**src/core_timer_pkg.sv**
```systemverilog
package core_timer_pkg;

  // Register indices; the byte address on the bus is four times the index.
  localparam logic [12:0] IDX_CONTROL_STATUS = 13'h0008;
  localparam logic [12:0] IDX_CHAIN_COUNT    = 13'h0009;
  localparam logic [12:0] IDX_WATCHDOG_CLEAR = 13'h1ff0;
  localparam int          ADDR_BITS          = 13;
  localparam int          DATA_BITS          = 32;

  // Control/status and watchdog clear field positions.
  localparam int BIT_OVERFLOW_FLAG       = 7;
  localparam int BIT_PERIODIC_FLAG       = 6;
  localparam int BIT_OVERFLOW_IRQ_ENABLE = 5;
  localparam int BIT_PERIODIC_IRQ_ENABLE = 4;
  localparam int BIT_OVERFLOW_FLAG_CLEAR = 3;
  localparam int BIT_PERIODIC_FLAG_CLEAR = 2;
  localparam int BIT_RATE_SEL_HI         = 1;
  localparam int BIT_RATE_SEL_LO         = 0;
  localparam int BIT_WATCHDOG_CLEAR      = 0;

  // Values after reset.
  localparam logic [1:0] RATE_SEL_RESET = 2'h3;

  // Chain layout: prescaler, readable counter, four stages, three periodic stages.
  localparam int CHAIN_BITS     = 17;
  localparam int PRESCALE_BITS  = 2;
  localparam int COUNT_BITS     = 8;
  localparam int OVERFLOW_TAP   = 9;
  localparam int PERIODIC_TAP   = 13;
  localparam int WATCHDOG_BITS  = 3;

  // Power-on delay in bus clock cycles, counted on the low chain stages.
  localparam int           POR_BITS   = 12;
  localparam logic [11:0]  POR_CYCLES = 12'hfe0;

  typedef enum logic [1:0] {
    POWER_ON_DELAY,
    RUNNING
  } reset_state_type;

endpackage : core_timer_pkg

```
**src/chain_if.sv**
```systemverilog
`timescale 1ns/10ps
interface chain_if;
  import core_timer_pkg::*;

  logic                  chain_clear;
  logic [CHAIN_BITS-1:0] count;
  logic                  overflow_evt;
  logic [1:0]            rate_sel;
  logic                  wdog_clear;
  logic                  periodic_evt;
  logic                  wdog_timeout;

  modport divider (
    input  chain_clear,
    output count,
    output overflow_evt
  );

  modport watchdog (
    input  chain_clear,
    input  count,
    input  rate_sel,
    input  wdog_clear,
    output periodic_evt,
    output wdog_timeout
  );

  modport control (
    output chain_clear,
    input  count,
    input  overflow_evt,
    output rate_sel,
    output wdog_clear,
    input  periodic_evt,
    input  wdog_timeout
  );
endinterface : chain_if

```
**src/core_divider.sv**
```systemverilog
`timescale 1ns/10ps
module core_divider (
  input wire logic CLK,
  input wire logic RSTN,
  chain_if.divider chain
);
  import core_timer_pkg::*;

  logic [CHAIN_BITS-1:0] count;

  // synchronous chain
  // Every stage advances on the common clock; a stage moves only when all
  // lower stages are at one, which gives the same tap timing as a ripple.
  always_ff @(posedge CLK or negedge RSTN) begin
    if (!RSTN) begin
      count <= '0;
    end else if (chain.chain_clear) begin
      count <= '0;
    end else begin
      count <= count + 1'b1;
    end
  end

  assign chain.count = count;

  // overflow every 1024
  // High in the last cycle before the readable counter rolls to zero.
  assign chain.overflow_evt = &count[OVERFLOW_TAP:0];

endmodule : core_divider

```
**src/watchdog_unit.sv**
```systemverilog
`timescale 1ns/10ps
module watchdog_unit #(
  parameter bit WATCHDOG_ENABLE = 1'b1
) (
  input wire logic  CLK,
  input wire logic  RSTN,
  chain_if.watchdog chain
);
  import core_timer_pkg::*;

  logic [WATCHDOG_BITS-1:0] wdog;

  function automatic logic tap_wrap(input logic [CHAIN_BITS-1:0] c, input logic [1:0] sel);
    case (sel)
      2'h0:    tap_wrap = &c[PERIODIC_TAP:0];
      2'h1:    tap_wrap = &c[PERIODIC_TAP+1:0];
      2'h2:    tap_wrap = &c[PERIODIC_TAP+2:0];
      default: tap_wrap = &c[PERIODIC_TAP+3:0];
    endcase
  endfunction : tap_wrap

  assign chain.periodic_evt = tap_wrap(chain.count, chain.rate_sel);

  // clear final three stages only
  // The clear touches only these three stages, so the first timeout after
  // a clear lands between seven and eight periodic intervals later.
  always_ff @(posedge CLK or negedge RSTN) begin
    if (!RSTN) begin
      wdog <= '0;
    end else if (chain.chain_clear || chain.wdog_clear) begin
      wdog <= '0;
    end else if (chain.periodic_evt) begin
      wdog <= wdog + 1'b1;
    end
  end

  assign chain.wdog_timeout = WATCHDOG_ENABLE && chain.periodic_evt && (&wdog);

endmodule : watchdog_unit

```
**src/core_ripple_timer_chain.sv**
```systemverilog
// Local design decision: register access over Avalon-MM.
`timescale 1ns/10ps
module core_ripple_timer_chain #(
  parameter bit WATCHDOG_ENABLE = 1'b1
) (
  input  wire logic                                 CLK,
  input  wire logic                                 RSTN,
  input  wire logic                                 EXT_RESET_N,
  input  wire logic [core_timer_pkg::ADDR_BITS-1:0] ADDRESS,
  input  wire logic                                 READ,
  input  wire logic                                 WRITE,
  input  wire logic [core_timer_pkg::DATA_BITS-1:0] WRITEDATA,
  input  wire logic [3:0]                           BYTEENABLE,
  output logic      [core_timer_pkg::DATA_BITS-1:0] READDATA,
  output logic                                      WAITREQUEST,
  output logic                                      TIMER_IRQ,
  output logic                                      DEVICE_RESET
);
  import core_timer_pkg::*;

  chain_if chain ();

  reset_state_type  reset_state;
  logic             ack;
  logic             wr_take;
  logic             lane0;
  logic [7:0]       wbyte;
  logic             por_end;
  logic             internal_reset;
  logic             overflow_flag;
  logic             periodic_flag;
  logic             overflow_irq_enable;
  logic             periodic_irq_enable;
  logic [1:0]       rate_sel;
  logic [7:0]       status_byte;
  logic [DATA_BITS-1:0] next_readdata;

  core_divider u_divider (
    .CLK   (CLK),
    .RSTN  (RSTN),
    .chain (chain.divider)
  );

  watchdog_unit #(
    .WATCHDOG_ENABLE (WATCHDOG_ENABLE)
  ) u_watchdog (
    .CLK   (CLK),
    .RSTN  (RSTN),
    .chain (chain.watchdog)
  );

  // Bus slave: one wait cycle on every access, so read data come from a flop.
  assign WAITREQUEST = (READ || WRITE) && !ack;
  assign wr_take     = WRITE && ack;
  assign lane0       = BYTEENABLE[0];
  assign wbyte       = WRITEDATA[7:0];

  // Decodes a completed write through byte lane 0 to one register index.
  function automatic logic write_hits(input logic                 take,
                                      input logic                 lane,
                                      input logic [ADDR_BITS-1:0] addr,
                                      input logic [ADDR_BITS-1:0] idx);
    write_hits = take && lane && (addr == idx);
  endfunction : write_hits

  always_ff @(posedge CLK or negedge RSTN) begin
    if (!RSTN) begin
      ack <= 1'b0;
    end else begin
      ack <= (READ || WRITE) && !ack;
    end
  end

  assign por_end = (reset_state == POWER_ON_DELAY) &&
                   (chain.count[POR_BITS-1:0] == POR_CYCLES - 12'h001);

  // power-on sequence
  // The first state is entered by the asynchronous reset; it leaves once.
  always_ff @(posedge CLK or negedge RSTN) begin
    if (!RSTN) begin
      reset_state <= POWER_ON_DELAY;
    end else begin
      case (reset_state)
        POWER_ON_DELAY: begin
          if (por_end) begin
            reset_state <= RUNNING;
          end
        end
        RUNNING: begin
          reset_state <= RUNNING;
        end
        default: begin
          reset_state <= POWER_ON_DELAY;
        end
      endcase
    end
  end

  // watchdog reset
  // External reset is ignored during the power-on delay so the delay
  // always completes; afterwards it or a watchdog timeout resets the device.
  assign internal_reset = (reset_state == RUNNING) &&
                          (!EXT_RESET_N || chain.wdog_timeout);

  assign chain.chain_clear = por_end || internal_reset;

  always_ff @(posedge CLK or negedge RSTN) begin
    if (!RSTN) begin
      DEVICE_RESET <= 1'b1;
    end else begin
      DEVICE_RESET <= (reset_state == POWER_ON_DELAY && !por_end) || internal_reset;
    end
  end

  always_ff @(posedge CLK or negedge RSTN) begin
    if (!RSTN) begin
      rate_sel            <= RATE_SEL_RESET;
      overflow_irq_enable <= 1'b0;
      periodic_irq_enable <= 1'b0;
    end else if (internal_reset) begin
      rate_sel            <= RATE_SEL_RESET;
      overflow_irq_enable <= 1'b0;
      periodic_irq_enable <= 1'b0;
    end else if (write_hits(wr_take, lane0, ADDRESS, IDX_CONTROL_STATUS)) begin
      rate_sel            <= {wbyte[BIT_RATE_SEL_HI], wbyte[BIT_RATE_SEL_LO]};
      overflow_irq_enable <= wbyte[BIT_OVERFLOW_IRQ_ENABLE];
      periodic_irq_enable <= wbyte[BIT_PERIODIC_IRQ_ENABLE];
    end
  end

  assign chain.rate_sel = rate_sel;

  assign chain.wdog_clear = write_hits(wr_take, lane0, ADDRESS, IDX_WATCHDOG_CLEAR) &&
                            !wbyte[BIT_WATCHDOG_CLEAR];

  // overflow flag clear
  // A wrap in the same cycle as the clear keeps the flag set.
  always_ff @(posedge CLK or negedge RSTN) begin
    if (!RSTN) begin
      overflow_flag <= 1'b0;
    end else if (internal_reset) begin
      overflow_flag <= 1'b0;
    end else if (chain.overflow_evt) begin
      overflow_flag <= 1'b1;
    end else if (write_hits(wr_take, lane0, ADDRESS, IDX_CONTROL_STATUS) &&
                 wbyte[BIT_OVERFLOW_FLAG_CLEAR]) begin
      overflow_flag <= 1'b0;
    end
  end

  // Periodic flag follows the same set-over-clear discipline.
  always_ff @(posedge CLK or negedge RSTN) begin
    if (!RSTN) begin
      periodic_flag <= 1'b0;
    end else if (internal_reset) begin
      periodic_flag <= 1'b0;
    end else if (chain.periodic_evt) begin
      periodic_flag <= 1'b1;
    end else if (write_hits(wr_take, lane0, ADDRESS, IDX_CONTROL_STATUS) &&
                 wbyte[BIT_PERIODIC_FLAG_CLEAR]) begin
      periodic_flag <= 1'b0;
    end
  end

  always_ff @(posedge CLK or negedge RSTN) begin
    if (!RSTN) begin
      TIMER_IRQ <= 1'b0;
    end else begin
      TIMER_IRQ <= (overflow_flag && overflow_irq_enable) ||
                   (periodic_flag && periodic_irq_enable);
    end
  end

  always_comb begin
    status_byte                          = 8'h00;
    status_byte[BIT_OVERFLOW_FLAG]       = overflow_flag;
    status_byte[BIT_PERIODIC_FLAG]       = periodic_flag;
    status_byte[BIT_OVERFLOW_IRQ_ENABLE] = overflow_irq_enable;
    status_byte[BIT_PERIODIC_IRQ_ENABLE] = periodic_irq_enable;
    status_byte[BIT_RATE_SEL_HI]         = rate_sel[1];
    status_byte[BIT_RATE_SEL_LO]         = rate_sel[0];
  end

  always_comb begin
    next_readdata = '0;
    case (ADDRESS)
      IDX_CONTROL_STATUS: next_readdata[7:0] = status_byte;
      IDX_CHAIN_COUNT:    next_readdata[7:0] = chain.count[PRESCALE_BITS+COUNT_BITS-1:PRESCALE_BITS];
      default:            next_readdata = '0;
    endcase
  end

  always_ff @(posedge CLK or negedge RSTN) begin
    if (!RSTN) begin
      READDATA <= '0;
    end else if (READ && !ack) begin
      READDATA <= next_readdata;
    end
  end

endmodule : core_ripple_timer_chain

```
**config.mk**
```make
export PLATFORM = sky130hd
export DESIGN_NAME = core_ripple_timer_chain
export DESIGN_NICKNAME = d
export VERILOG_FILES = /design/src/core_timer_pkg.sv /design/src/chain_if.sv /design/src/core_divider.sv /design/src/watchdog_unit.sv /design/src/core_ripple_timer_chain.sv
export SDC_FILE = /design/constraint.sdc
export NUM_CORES = 1
export LEC_CHECK = 0
export ABC_AREA = 1
export BUFFER_PORTS_ARGS = -buffer_cell sky130_fd_sc_hd__clkbuf_2
export CAP_MARGIN = 25
export CORE_UTILIZATION = 49
export CTS_CLUSTER_DIAMETER = 150
export CTS_CLUSTER_SIZE = 14
export DETAILED_ROUTE_END_ITERATION = 6
export HOLD_SLACK_MARGIN = 0.1
export PLACE_DENSITY = 0.85
export SLEW_MARGIN = 20
export SYNTH_ARGS = -nofsm -noshare
export SYNTH_HDL_FRONTEND = slang
export SYNTH_SLANG_ARGS = --single-unit
```
**constraint.sdc**
```tcl
create_clock -name CLK -period 2.45 [get_ports CLK]
set_input_delay 0.49 -clock CLK [delete_from_list [all_inputs] [get_ports CLK]]
set_output_delay 0.49 -clock CLK [all_outputs]
set_load 0.01 [all_outputs]
```
==> results of run 1 <==
## worst paths after layout
check,start,to,slack (ns),cells past startpoint
setup / recovery,u_divider.chain.count[0],u_divider.chain.count[6],0.17,14
hold / removal,RSTN,u_divider.chain.count[2],0.16,1
setup reg to reg,u_divider.chain.count[0],u_divider.chain.count[6],0.17,14
hold reg to reg,u_divider.chain.count[0],u_divider.chain.count[0],0.48,1
max in group asynchronous,RSTN,chain.rate_sel[1],1.74,2
min in group CLK,WRITEDATA[4],periodic_irq_enable,0.41,3
## layer usage
layer,GRT usage (%),wire [um],vias up
li1,-,-,836
met1,21.6,1880,823
met2,32.3,2220,49
met3,5.92,184,9
met4,6.22,58,0
met5,0,0,-
## critical path: cells and delay by family (launching register included)
kind,cells,cell delay [ns]
AO/OA/AOI/OAI,2,0.37
flip-flops,1,0.41
adder cells (fa/ha/maj),2,0.41
AND/OR/NAND/NOR,9,0.80
buffers and inverters,1,0.22
## power groups by stage
| stage | Combinational (mW) | Sequential, mW | Clock, mW |
|---|---|---|---|
| 5_1_grt | 0.101 | 0.634 | 0.700 |
| 6_report | 0.0900 | 0.634 | 0.665 |
| 3_5_place_dp | 0.0852 | 0.646 | 0 |
| 3_3_place_gp | 0.0833 | 0.645 | 0 |
| 2_1_floorplan | 0.0718 | 0.645 | 0 |
| 4_1_cts | 0.0853 | 0.634 | 0.668 |
## area by class of cell
class / count / area [sq um] / share of cell area, %
clock buffer: 6 / 82.6 / 3.21
clock inverter: 2 / 60.1 / 2.34
inverter: 30 / 113 / 4.38
multi-input combinational: 177 / 1080 / 41.9
sequential: 38 / 955 / 37.1
tap: 52 / 65.1 / 2.53
timing repair buffer: 38 / 218 / 8.47
## placed cells by master, fill, tap and decap left out, types with 2 or more instances in the layout
cell	Yosys	layout
a21boi_1	2	2
a21oi_1	7	7
a21oi_2	10	10
buf_4	25	2
bufinv_16	0	2
clkbuf_2	0	35
clkbuf_8	0	6
conb_1	1	24
dfrtp_1	35	35
dfstp_2	3	3
ha_1	4	4
inv_1	27	27
inv_2	3	3
mux2_2	6	6
nand2_1	43	43
nand2_2	4	4
nand2_4	5	5
nand3_1	10	10
nand3_2	2	2
nand3_4	2	2
nor2_1	16	16
nor2_2	7	7
nor2_4	2	2
nor3_1	3	3
o21ai_0	5	5
o22ai_1	6	6
xnor2_1	2	2
xor2_1	7	7
## sequential cells by signal (all words and copies together) (netlist names)
signal and count:
ack 1, periodic_irq_enable 1, periodic_flag 1, reset_state 1, u_watchdog.wdog 3, chain.rate_sel 2
overflow_irq_enable 1, DEVICE_RESET 1, u_divider.chain.count 17, overflow_flag 1, READDATA 8, TIMER_IRQ 1
## per-stage QoR
stage	hold WS (ns)	power, mW	std cells
floorplan	0.194	0.717	272
CTS	0.359	1.39	342
global route	0.181	1.43	343
finish	0.157	1.39	343
detailed placement	0.471	0.731	334
global placement	0.443	0.729	334
## logic make-up (layout without fill, tap and decap cells)
group	after synthesis	count (layout)	synth area share (%)
flip-flops	38	38	42.0
multiplexers	6	6	2.97
AO/OA/AOI/OAI	35	35	10.4
other	1	24	0.165
XOR/XNOR	9	9	3.47
buffers and inverters	57	76	14.3
adder cells (fa/ha/maj)	4	4	2.20
AND/OR/NAND/NOR	99	99	24.5
==> metrics, run 1 <==
outcome=finished, final reports clean; NetSw=roughly 0.29 mW; Leakage=between 1 and 1.5 nW; drt first-iter violations=95; post-synth top area share=approximately two fifths; CTS Hold Bufs=0; H-tree lvl count=2; Via Count=~1700; setup tns final=0 ns; Area after DPL=between 0.002 and 0.0025 sq mm; Final Core Density=around three fifths; combinational power share=6.5%; CP cell instances=ha_1 -> nand2_2 -> nor2_4 -> nand2_4 -> nor2_8 -> nand2_1 -> nor2_1 -> ha_1 -> a21oi_1 -> nand2_4 -> nand3_4 -> nand3_4 -> buf_4 -> a21oi_2; post-synthesis async set-or-reset flop share=100%; Max Cap Viol=0; worst skew pair latency=about 0.3 ns; Overflow after GRT=0; drt pass-1 iters=4; Clock Power Share=roughly 48%; Synth Cell Area=about 0.0023 sq mm; setup bufs post-CTS=0; final hold vios=0; final setup vio count=0; Worst EP required=about 2.7 ns; Max VDD drop=around 0.32 mV; Final HPWL DP=3220 um; CTS sink count=38; largest net degree at the start of global routing=39; global-route wire length before repair=7130 um; Initial Utilization=between 50% and 60%; die footprint=~0.0049 sq mm; post-cts resize count=0; layout net count=348; ratio of final minimum period to clock period=slightly above 90%; predominant post-synthesis flop cell=dfrtp_1; kind of critical path=flop to flop; Post-synth EDFFs=0; Avg Vias per Cell=5.01; CTS tree=built; fillers=~380; row count=24; port bufs=35; most frequent cell after synthesis=nand2_1; Seq/Total Area, Yosys=~42%; drt total wl=between 4000 and 5000 um; Clk Tree Root Cell=clkbuf_8; Synth Warn #=0; Max Slew Vio Count=0; Diodes inserted=0; sequential power share=a little under half; initial antenna violation count=0; dominant cell type by area after synthesis=dfrtp_1; Avg WL per Cell=around 13 um; RSZ-0062 raised after global routing=no; delay of the slowest cell on the worst path=around 0.41 ns; Post-DRT Antenna Nets=0; cell-internal power=roughly 1.1 mW; WP data arrival=about 2.5 ns; Sw Share=a little over a fifth; Ports=89; Cell variety after synth=37; Synth Register Bits=38; share of cells above drive strength 1=between 30% and 40%; clk buf depth=2; Hold Crit Class=input pin to async pin; vias in the first global route=about 1700; Overall Global Routing Usage=a little under a fifth; Design Area, Final=approximately 0.0026 sq mm; post-layout min period=roughly 2.3 ns; Layout area overhead=13.2%; fmax=439 MHz; Slew Limit Headroom=between 60% and 70%; Layout Skew=approximately 0.0066 ns; gp weighted congestion=0.876; Least-Margin Pin Slew=between 0.5 and 0.6 ns; clock-pin slew on the worst setup and hold paths=around 0.080 ns; CP Max Fanout=10; Crit-path slowest cell=dfrtp_1; power per cell area=about 540 mW/mm^2; PnR worst setup slack=0.170 ns; ranking of synthesized cells by area=dfrtp_1 39%, buf_4 8.3%, nand2_1 7.1%, inv_1 4.5%, a21oi_2 3.9%; startpoint types=flop; Die X=70.1 um; CTS Buf Count=5; Die Ht=70.1 um; Place WS=about 0.21 ns; top cells by count, synth=43 x nand2_1, 35 x dfrtp_1, 27 x inv_1, 25 x buf_4, 16 x nor2_1; DRC=0; Mean Syn Cell Area=9.12 sq um; synthesized instance count=~250; Core Footprint=0.00441 sq mm; CP endpoint kind=flop
No activity file was read; power rests on OpenSTA's default activity.
==> inputs of run 2 (changes only) <==
==> constraint.sdc (replaced) <==
create_clock -name CLK -period 2.45 [get_ports CLK]
set_input_delay 0 -clock CLK [delete_from_list [all_inputs] [get_ports CLK]]
set_output_delay 0 -clock CLK [all_outputs]
set_load 0.01 [all_outputs]
==> run 2 against run 1 <==
Cell count grew 3.2%. Fmax increased by 1.1%. Clock power barely moved. First-iteration DRC count decreased by 16%. Clock-buffer cell count unchanged. Largest power group unchanged.
==> metrics, run 2 (synthesis gave the netlist of run 1 again) <==
Worst EP required=2.68 ns (about the same); Area after DPL=0.00240 sq mm (unchanged); global-route wire length before repair=7470 um (was 7130 um); Post-DRT Antenna Nets=0 (unchanged); Sw Share=21.1% (about the same); CP endpoint kind=flop (unchanged); outcome=finished, final reports clean (unchanged); Slew Limit Headroom=63.1% (was 64.7%); kind of critical path=flop to flop (unchanged); clock-pin slew on the worst setup and hold paths=0.08 ns (about the same); post-layout min period=2.25 ns (was 2.28 ns); Ports=89 (unchanged); Die X=70.1 um (unchanged); layout net count=359 (was 348); Core Footprint=0.00441 sq mm (unchanged); Max Slew Vio Count=0 (unchanged); WP data arrival=2.48 ns (was 2.51 ns); DRC=0 (unchanged); Max VDD drop=0.475 mV (was 0.318 mV); final setup vio count=0 (unchanged); Via Count=1765 (was 1717); commonest non-fill, non-tap cells in the layout=43 x nand2_1, 35 x dfrtp_1, 35 x clkbuf_2, 27 x inv_1, 24 x conb_1 (unchanged); Layout area overhead=18.1% (was 13.2%); CTS tree=built (unchanged); sequential power share=45.2% (was 45.6%); top flop regs=u_divider.chain.count: 17 flops, READDATA: 8 flops, u_watchdog.wdog: 3 flops (unchanged); Max Cap Viol=0 (unchanged); Avg WL per Cell=12.8 um (was 12.6 um); setup tns final=0 ns (unchanged); Initial Utilization=51.4% (unchanged); combinational power share=7.5% (was 6.5%); ratio of final minimum period to clock period=92.0% (was 93.1%); fmax=444 MHz (was 439 MHz); Overall Global Routing Usage=19.7% (was 18.6%); final hold vios=0 (unchanged); initial antenna violation count=0 (unchanged); Least-Margin Pin Slew=0.553 ns (was 0.529 ns); worst hold start=ADDRESS[0]; cell-internal power=1.11 mW (was 1.10 mW); Clk Tree Root Cell=clkbuf_8 (unchanged); H-tree lvl count=2 (unchanged); worst skew pair latency=0.30 ns (about the same); RSZ-0062 raised after global routing=no (unchanged); share of cells above drive strength 1=31.1% (was 32.3%); setup bufs post-CTS=0 (unchanged); row count=24 (unchanged); max FFs per register=17 (unchanged); Final HPWL DP=3200 um (was 3220 um); largest net degree at the start of global routing=39 (unchanged); Overflow after GRT=0 (unchanged); Leakage=1.32 nW (was 1.28 nW); clk buf depth=2 (unchanged); fillers=367 (was 377); CTS sink count=38 (unchanged); port bufs=35 (unchanged); Clock Power Share=47.4% (was 47.9%); vias in the first global route=1728 (was 1654); die footprint=0.00491 sq mm (unchanged); RR Startpoint=u_divider.chain.count[0] (unchanged); drt pass-1 iters=4 (unchanged); Power Total=1.40 mW (was 1.39 mW); Die Ht=70.1 um (unchanged); CP Max Fanout=10 (unchanged); Worst setup startpoint=u_divider.chain.count[0] (unchanged); Layout Skew=0.00997 ns (was 0.00664 ns); Design Area, Final=0.00268 sq mm (was 0.00257 sq mm); Place WS=0.209 ns (was 0.207 ns); commonest non-fill, non-tap cell in the layout=nand2_1 (unchanged); drt first-iter violations=80 (was 95); NetSw=0.296 mW (was 0.292 mW); Diodes inserted=0 (unchanged); CTS Buf Count=5 (unchanged); PnR worst setup slack=0.195 ns (was 0.170 ns); Hold Crit Class=input pin to flop (was input pin to async pin); Avg Vias per Cell=4.99 (was 5.01); Largest Register=u_divider.chain.count (unchanged); power per cell area=523 mW/mm^2 (was 540 mW/mm^2); post-cts resize count=0 (unchanged); gp weighted congestion=0.876 (about the same); drt total wl=4540 um (was 4340 um); startpoint types=flop (unchanged)
run 2: cell type report:
type	instances	area (sq um)	share of cell area (%)
clock buffer	6	82.6	3.08
inverter	30	113	4.20
timing repair buffer	49	328	12.2
multi-input combinational	177	1080	40.2
sequential	38	955	35.6
tap	52	65.1	2.43
clock inverter	2	60.1	2.24
run 2: layer usage:
layer / GRT usage (%) / vias up / share of wire, %
li1: - / 866 / -
met1: 22.5 / 821 / 41
met2: 33.3 / 66 / 51
met3: 4.76 / 12 / 5.1
met4: 11.6 / 0 / 2.5
met5: 0 / - / 0
run 2: worst paths after layout:
| check | endpoint | slack, ns | cells after the start |
|---|---|---|---|
| setup / recovery | u_divider.chain.count[6] | 0.20 | 14 |
| hold / removal | READDATA[3] | 0.12 | 5 |
| setup reg to reg | u_divider.chain.count[6] | 0.20 | 14 |
| hold reg to reg | u_divider.chain.count[0] | 0.47 | 1 |
| max in group asynchronous | chain.rate_sel[1] | 1.69 | 3 |
| min in group asynchronous | u_divider.chain.count[14] | 0.22 | 2 |
run 2: critical path, cell delays in order, from the launching register on:
cell     delay, ns
dfrtp_1       0.40
ha_1          0.24
nand2_2       0.10
nor2_4        0.05
nand2_4       0.12
nor2_8        0.05
nand2_1       0.07
nor2_1        0.05
ha_1          0.17
a21oi_1       0.24
nand2_4       0.11
nand3_4       0.08
nand3_4       0.16
buf_4         0.22
a21oi_2       0.13
run 2: power by group through the flow:
stage / sequential [mW] / combinational, mW / clock [mW]
3_3_place_gp: 0.645 / 0.0833 / 0
6_report: 0.634 / 0.105 / 0.664
3_5_place_dp: 0.646 / 0.0854 / 0
4_1_cts: 0.634 / 0.0985 / 0.669
2_1_floorplan: 0.645 / 0.0718 / 0
5_1_grt: 0.634 / 0.116 / 0.696
run 2: stage by stage:
step	util [%]	hold WS (ns)	cells
after floorplan	-	-0.296	272
after global placement	54.4	0.182	334
after detailed placement	54.4	0.191	334
after CTS	60.1	0.117	353
after global routing	60.7	0.146	354
final	60.7	0.116	354
run 2: repair_timing:
item,in CTS,in global routing
setup endpoints to repair,0,0
hold buffers,11,0
hold endpoints to repair,47,0
==> inputs of run 3 (changes only) <==
--- a/config.mk
+++ b/config.mk
@@ -8,7 +8,9 @@
 export ABC_AREA = 1
 export BUFFER_PORTS_ARGS = -buffer_cell sky130_fd_sc_hd__clkbuf_2
 export CAP_MARGIN = 25
-export CORE_UTILIZATION = 49
+export CELL_PAD_IN_SITES_DETAIL_PLACEMENT = 1
+export CELL_PAD_IN_SITES_GLOBAL_PLACEMENT = 2
+export CORE_UTILIZATION = 28
 export CTS_CLUSTER_DIAMETER = 150
 export CTS_CLUSTER_SIZE = 14
 export DETAILED_ROUTE_END_ITERATION = 6
==> run 3 against run 2 <==
Die area grew 73%. Fmax shrank 0.32%. Clock power shrank 31%. Critical endpoint is now u_watchdog.wdog[0]. Largest cell class unchanged.
==> metrics, run 3 (synthesis gave the netlist of run 1 again) <==
outcome=finished, final reports clean (unchanged); kind of critical path=flop to flop (unchanged); clock-pin slew on the worst setup and hold paths=0.07 ns (was 0.08 ns); die footprint=0.00848 sq mm (was 0.00491 sq mm); gp weighted congestion=0.750 (was 0.876); top flop regs=u_divider.chain.count: 17 flops, READDATA: 8 flops, u_watchdog.wdog: 3 flops (unchanged); drt total wl=5080 um (was 4540 um); setup tns final=0 ns (unchanged); power per cell area=442 mW/mm^2 (was 523 mW/mm^2); Design Area, Final=0.00268 sq mm (unchanged); Slew Limit Headroom=41.9% (was 63.1%); Final HPWL DP=3900 um (was 3200 um); WP data arrival=2.44 ns (was 2.48 ns); layout net count=359 (unchanged); Crit-path slowest cell=dfrtp_1 (unchanged); Avg Vias per Cell=4.36 (was 4.99); Setup crit end=u_watchdog.wdog[0] (was u_divider.chain.count[6]); row count=32 (was 24); post-cts resize count=0 (unchanged); PnR worst setup slack=0.188 ns (was 0.195 ns); startpoint types=flop (unchanged); CP cell instances=ha_1 -> nand2_2 -> nor2_4 -> nand2_4 -> nor2_8 -> nand2_1 -> nor2_1 -> ha_1 -> a21oi_1 -> nand2_4 -> nand3_4 -> nand3_4 -> nand2_4 -> nand2_4 -> nor2_2 (was ha_1 -> nand2_2 -> nor2_4 -> nand2_4 -> nor2_8 -> nand2_1 -> nor2_1 -> ha_1 -> a21oi_1 -> nand2_4 -> nand3_4 -> nand3_4 -> buf_4 -> a21oi_2); final hold vios=0 (unchanged); max FFs per register=17 (unchanged); R2R cell count=15 (was 14); initial antenna violation count=0 (unchanged); H-tree lvl count=2 (unchanged); Least-Margin Pin Slew=0.871 ns (was 0.553 ns); crit-path most repeated cell=nand2_4; worst skew pair latency=0.29 ns (was 0.30 ns); commonest non-fill, non-tap cells in the layout=43 x nand2_1, 35 x dfrtp_1, 34 x clkbuf_2, 27 x inv_1, 24 x conb_1 (was 43 x nand2_1, 35 x dfrtp_1, 35 x clkbuf_2, 27 x inv_1, 24 x conb_1); Post-DRT Antenna Nets=0 (unchanged); Clk Tree Root Cell=clkbuf_8 (unchanged); vias in the first global route=1872 (was 1728); RSZ-0062 raised after global routing=no (unchanged); fillers=942 (was 367); largest net degree at the start of global routing=39 (unchanged); CP endpoint kind=flop (unchanged); Layout Skew=0.00902 ns (was 0.00997 ns); flop-to-flop setup slack=0.19 ns (was 0.20 ns); commonest non-fill, non-tap cell in the layout=nand2_1 (unchanged); Max Cap Viol=0 (unchanged); Max Slew Vio Count=0 (unchanged); drt pass-1 iters=4 (unchanged); Leakage=1.30 nW (was 1.32 nW); Hold Crit Class=input pin to flop (unchanged); Overall Global Routing Usage=13.6% (was 19.7%); share of cells above drive strength 1=30.8% (was 31.1%); CTS Buf Count=5 (unchanged); Multi-input gate area=0.00108 sq mm (unchanged); RR Endpoint=u_watchdog.wdog[0] (was u_divider.chain.count[6]); DRC=0 (unchanged); fmax=442 MHz (was 444 MHz); delay of the slowest cell on the worst path=0.38 ns (was 0.40 ns); Largest Register=u_divider.chain.count (unchanged); Max VDD drop=0.209 mV (was 0.475 mV); post-layout min period=2.26 ns (was 2.25 ns); drt first-iter violations=34 (was 80); Ports=89 (unchanged); clk buf depth=2 (unchanged); CP Max Fanout=8 (was 10); Seq. cell area=955 sq um (unchanged); CTS tree=built (unchanged); ratio of final minimum period to clock period=92.3% (was 92.0%); Initial Utilization=29.2% (was 51.4%); Area after DPL=0.00248 sq mm (was 0.00240 sq mm); port bufs=35 (unchanged); Die Ht=92.1 um (was 70.1 um); Overflow after GRT=0 (unchanged); final setup vio count=0 (unchanged); RR Startpoint=u_divider.chain.count[0] (unchanged); Avg WL per Cell=12.6 um (was 12.8 um); global-route wire length before repair=8990 um (was 7470 um); Place WS=0.211 ns (was 0.209 ns); CTS sink count=38 (unchanged); Diodes inserted=0 (unchanged); Core Footprint=0.00777 sq mm (was 0.00441 sq mm); Via Count=1761 (was 1765); Layout area overhead=18.1% (unchanged); Worst EP required=2.63 ns (was 2.68 ns); Die X=92.1 um (was 70.1 um); Worst setup startpoint=u_divider.chain.count[0] (unchanged)
==> run 3: cell types whose count changed in the layout (fill, tap and decap cells not counted), sizes merged <==
cell | previous run | this run
buf | 3 | 5
bufinv | 2 | 0
clkbuf | 41 | 42
dlygate4sd3 | 11 | 10
==> run 3: critical path, delay by kind of cell (launching register included) <==
family	cells	cell delay [ns]
AND/OR/NAND/NOR	12	1.29
flip-flops	1	0.38
AO/OA/AOI/OAI	1	0.09
adder cells (fa/ha/maj)	2	0.38
==> run 3: report_power, final <==
| group | internal (mW) | leakage [nW] | switching (mW) |
|---|---|---|---|
| registers | 0.631 | 0.457 | 0.00211 |
| clock network | 0.230 | 0.0455 | 0.225 |
| logic | 0.0360 | 0.797 | 0.0616 |
| total | 0.897 | 1.30 | 0.288 |
==> run 3: how the worst min path moves through the flow <==
stage / start / end / depth (start not counted)
after global routing: EXT_RESET_N / u_divider.chain.count[7] / 3
after CTS: EXT_RESET_N / chain.rate_sel[0] / 4
after detailed placement: RSTN / READDATA[7] / 1
after floorplan: RSTN / READDATA[0] / 0
final: EXT_RESET_N / chain.rate_sel[0] / 4
after global placement: RSTN / READDATA[7] / 1
==> run 3: area by class of cell <==
class / instances / area share, %
well taps: 102 / 4.76
repair buffers: 49 / 11.9
multi-input cells: 177 / 40.2
flip-flops and latches: 38 / 35.6
clock buffers: 8 / 3.36
inverters: 30 / 4.20
==> run 3: timing repair <==
item / 4_1_cts / 5_1_grt
hold endpoints to repair: 43 / 0
buffers inserted: 0 / 2
hold buffers: 10 / 0
endpoints found under the setup margin: 0 / 5
==> run 3: per-layer routing <==
| layer | share of wire (%) | up-vias | global-route usage [%] | routed length, um |
|---|---|---|---|---|
| met5 | 0 | - | 0 | 0 |
| met4 | 2.5 | 0 | 6.12 | 125 |
| met3 | 3.0 | 10 | 2.74 | 153 |
| met2 | 48 | 37 | 21.5 | 2430 |
| met1 | 47 | 849 | 17.8 | 2370 |
| li1 | - | 865 | - | - |
==> run 3: metrics by stage <==
stage	total power, mW	hold WS [ns]	util (%)	std cells
after floorplan	0.717	-0.296	-	272
after global placement	0.731	0.203	31.9	384
after detailed placement	0.733	0.213	31.9	384
after CTS	1.20	0.101	34.3	402
after global routing	1.24	0.129	34.5	404
final	1.19	0.103	34.5	404
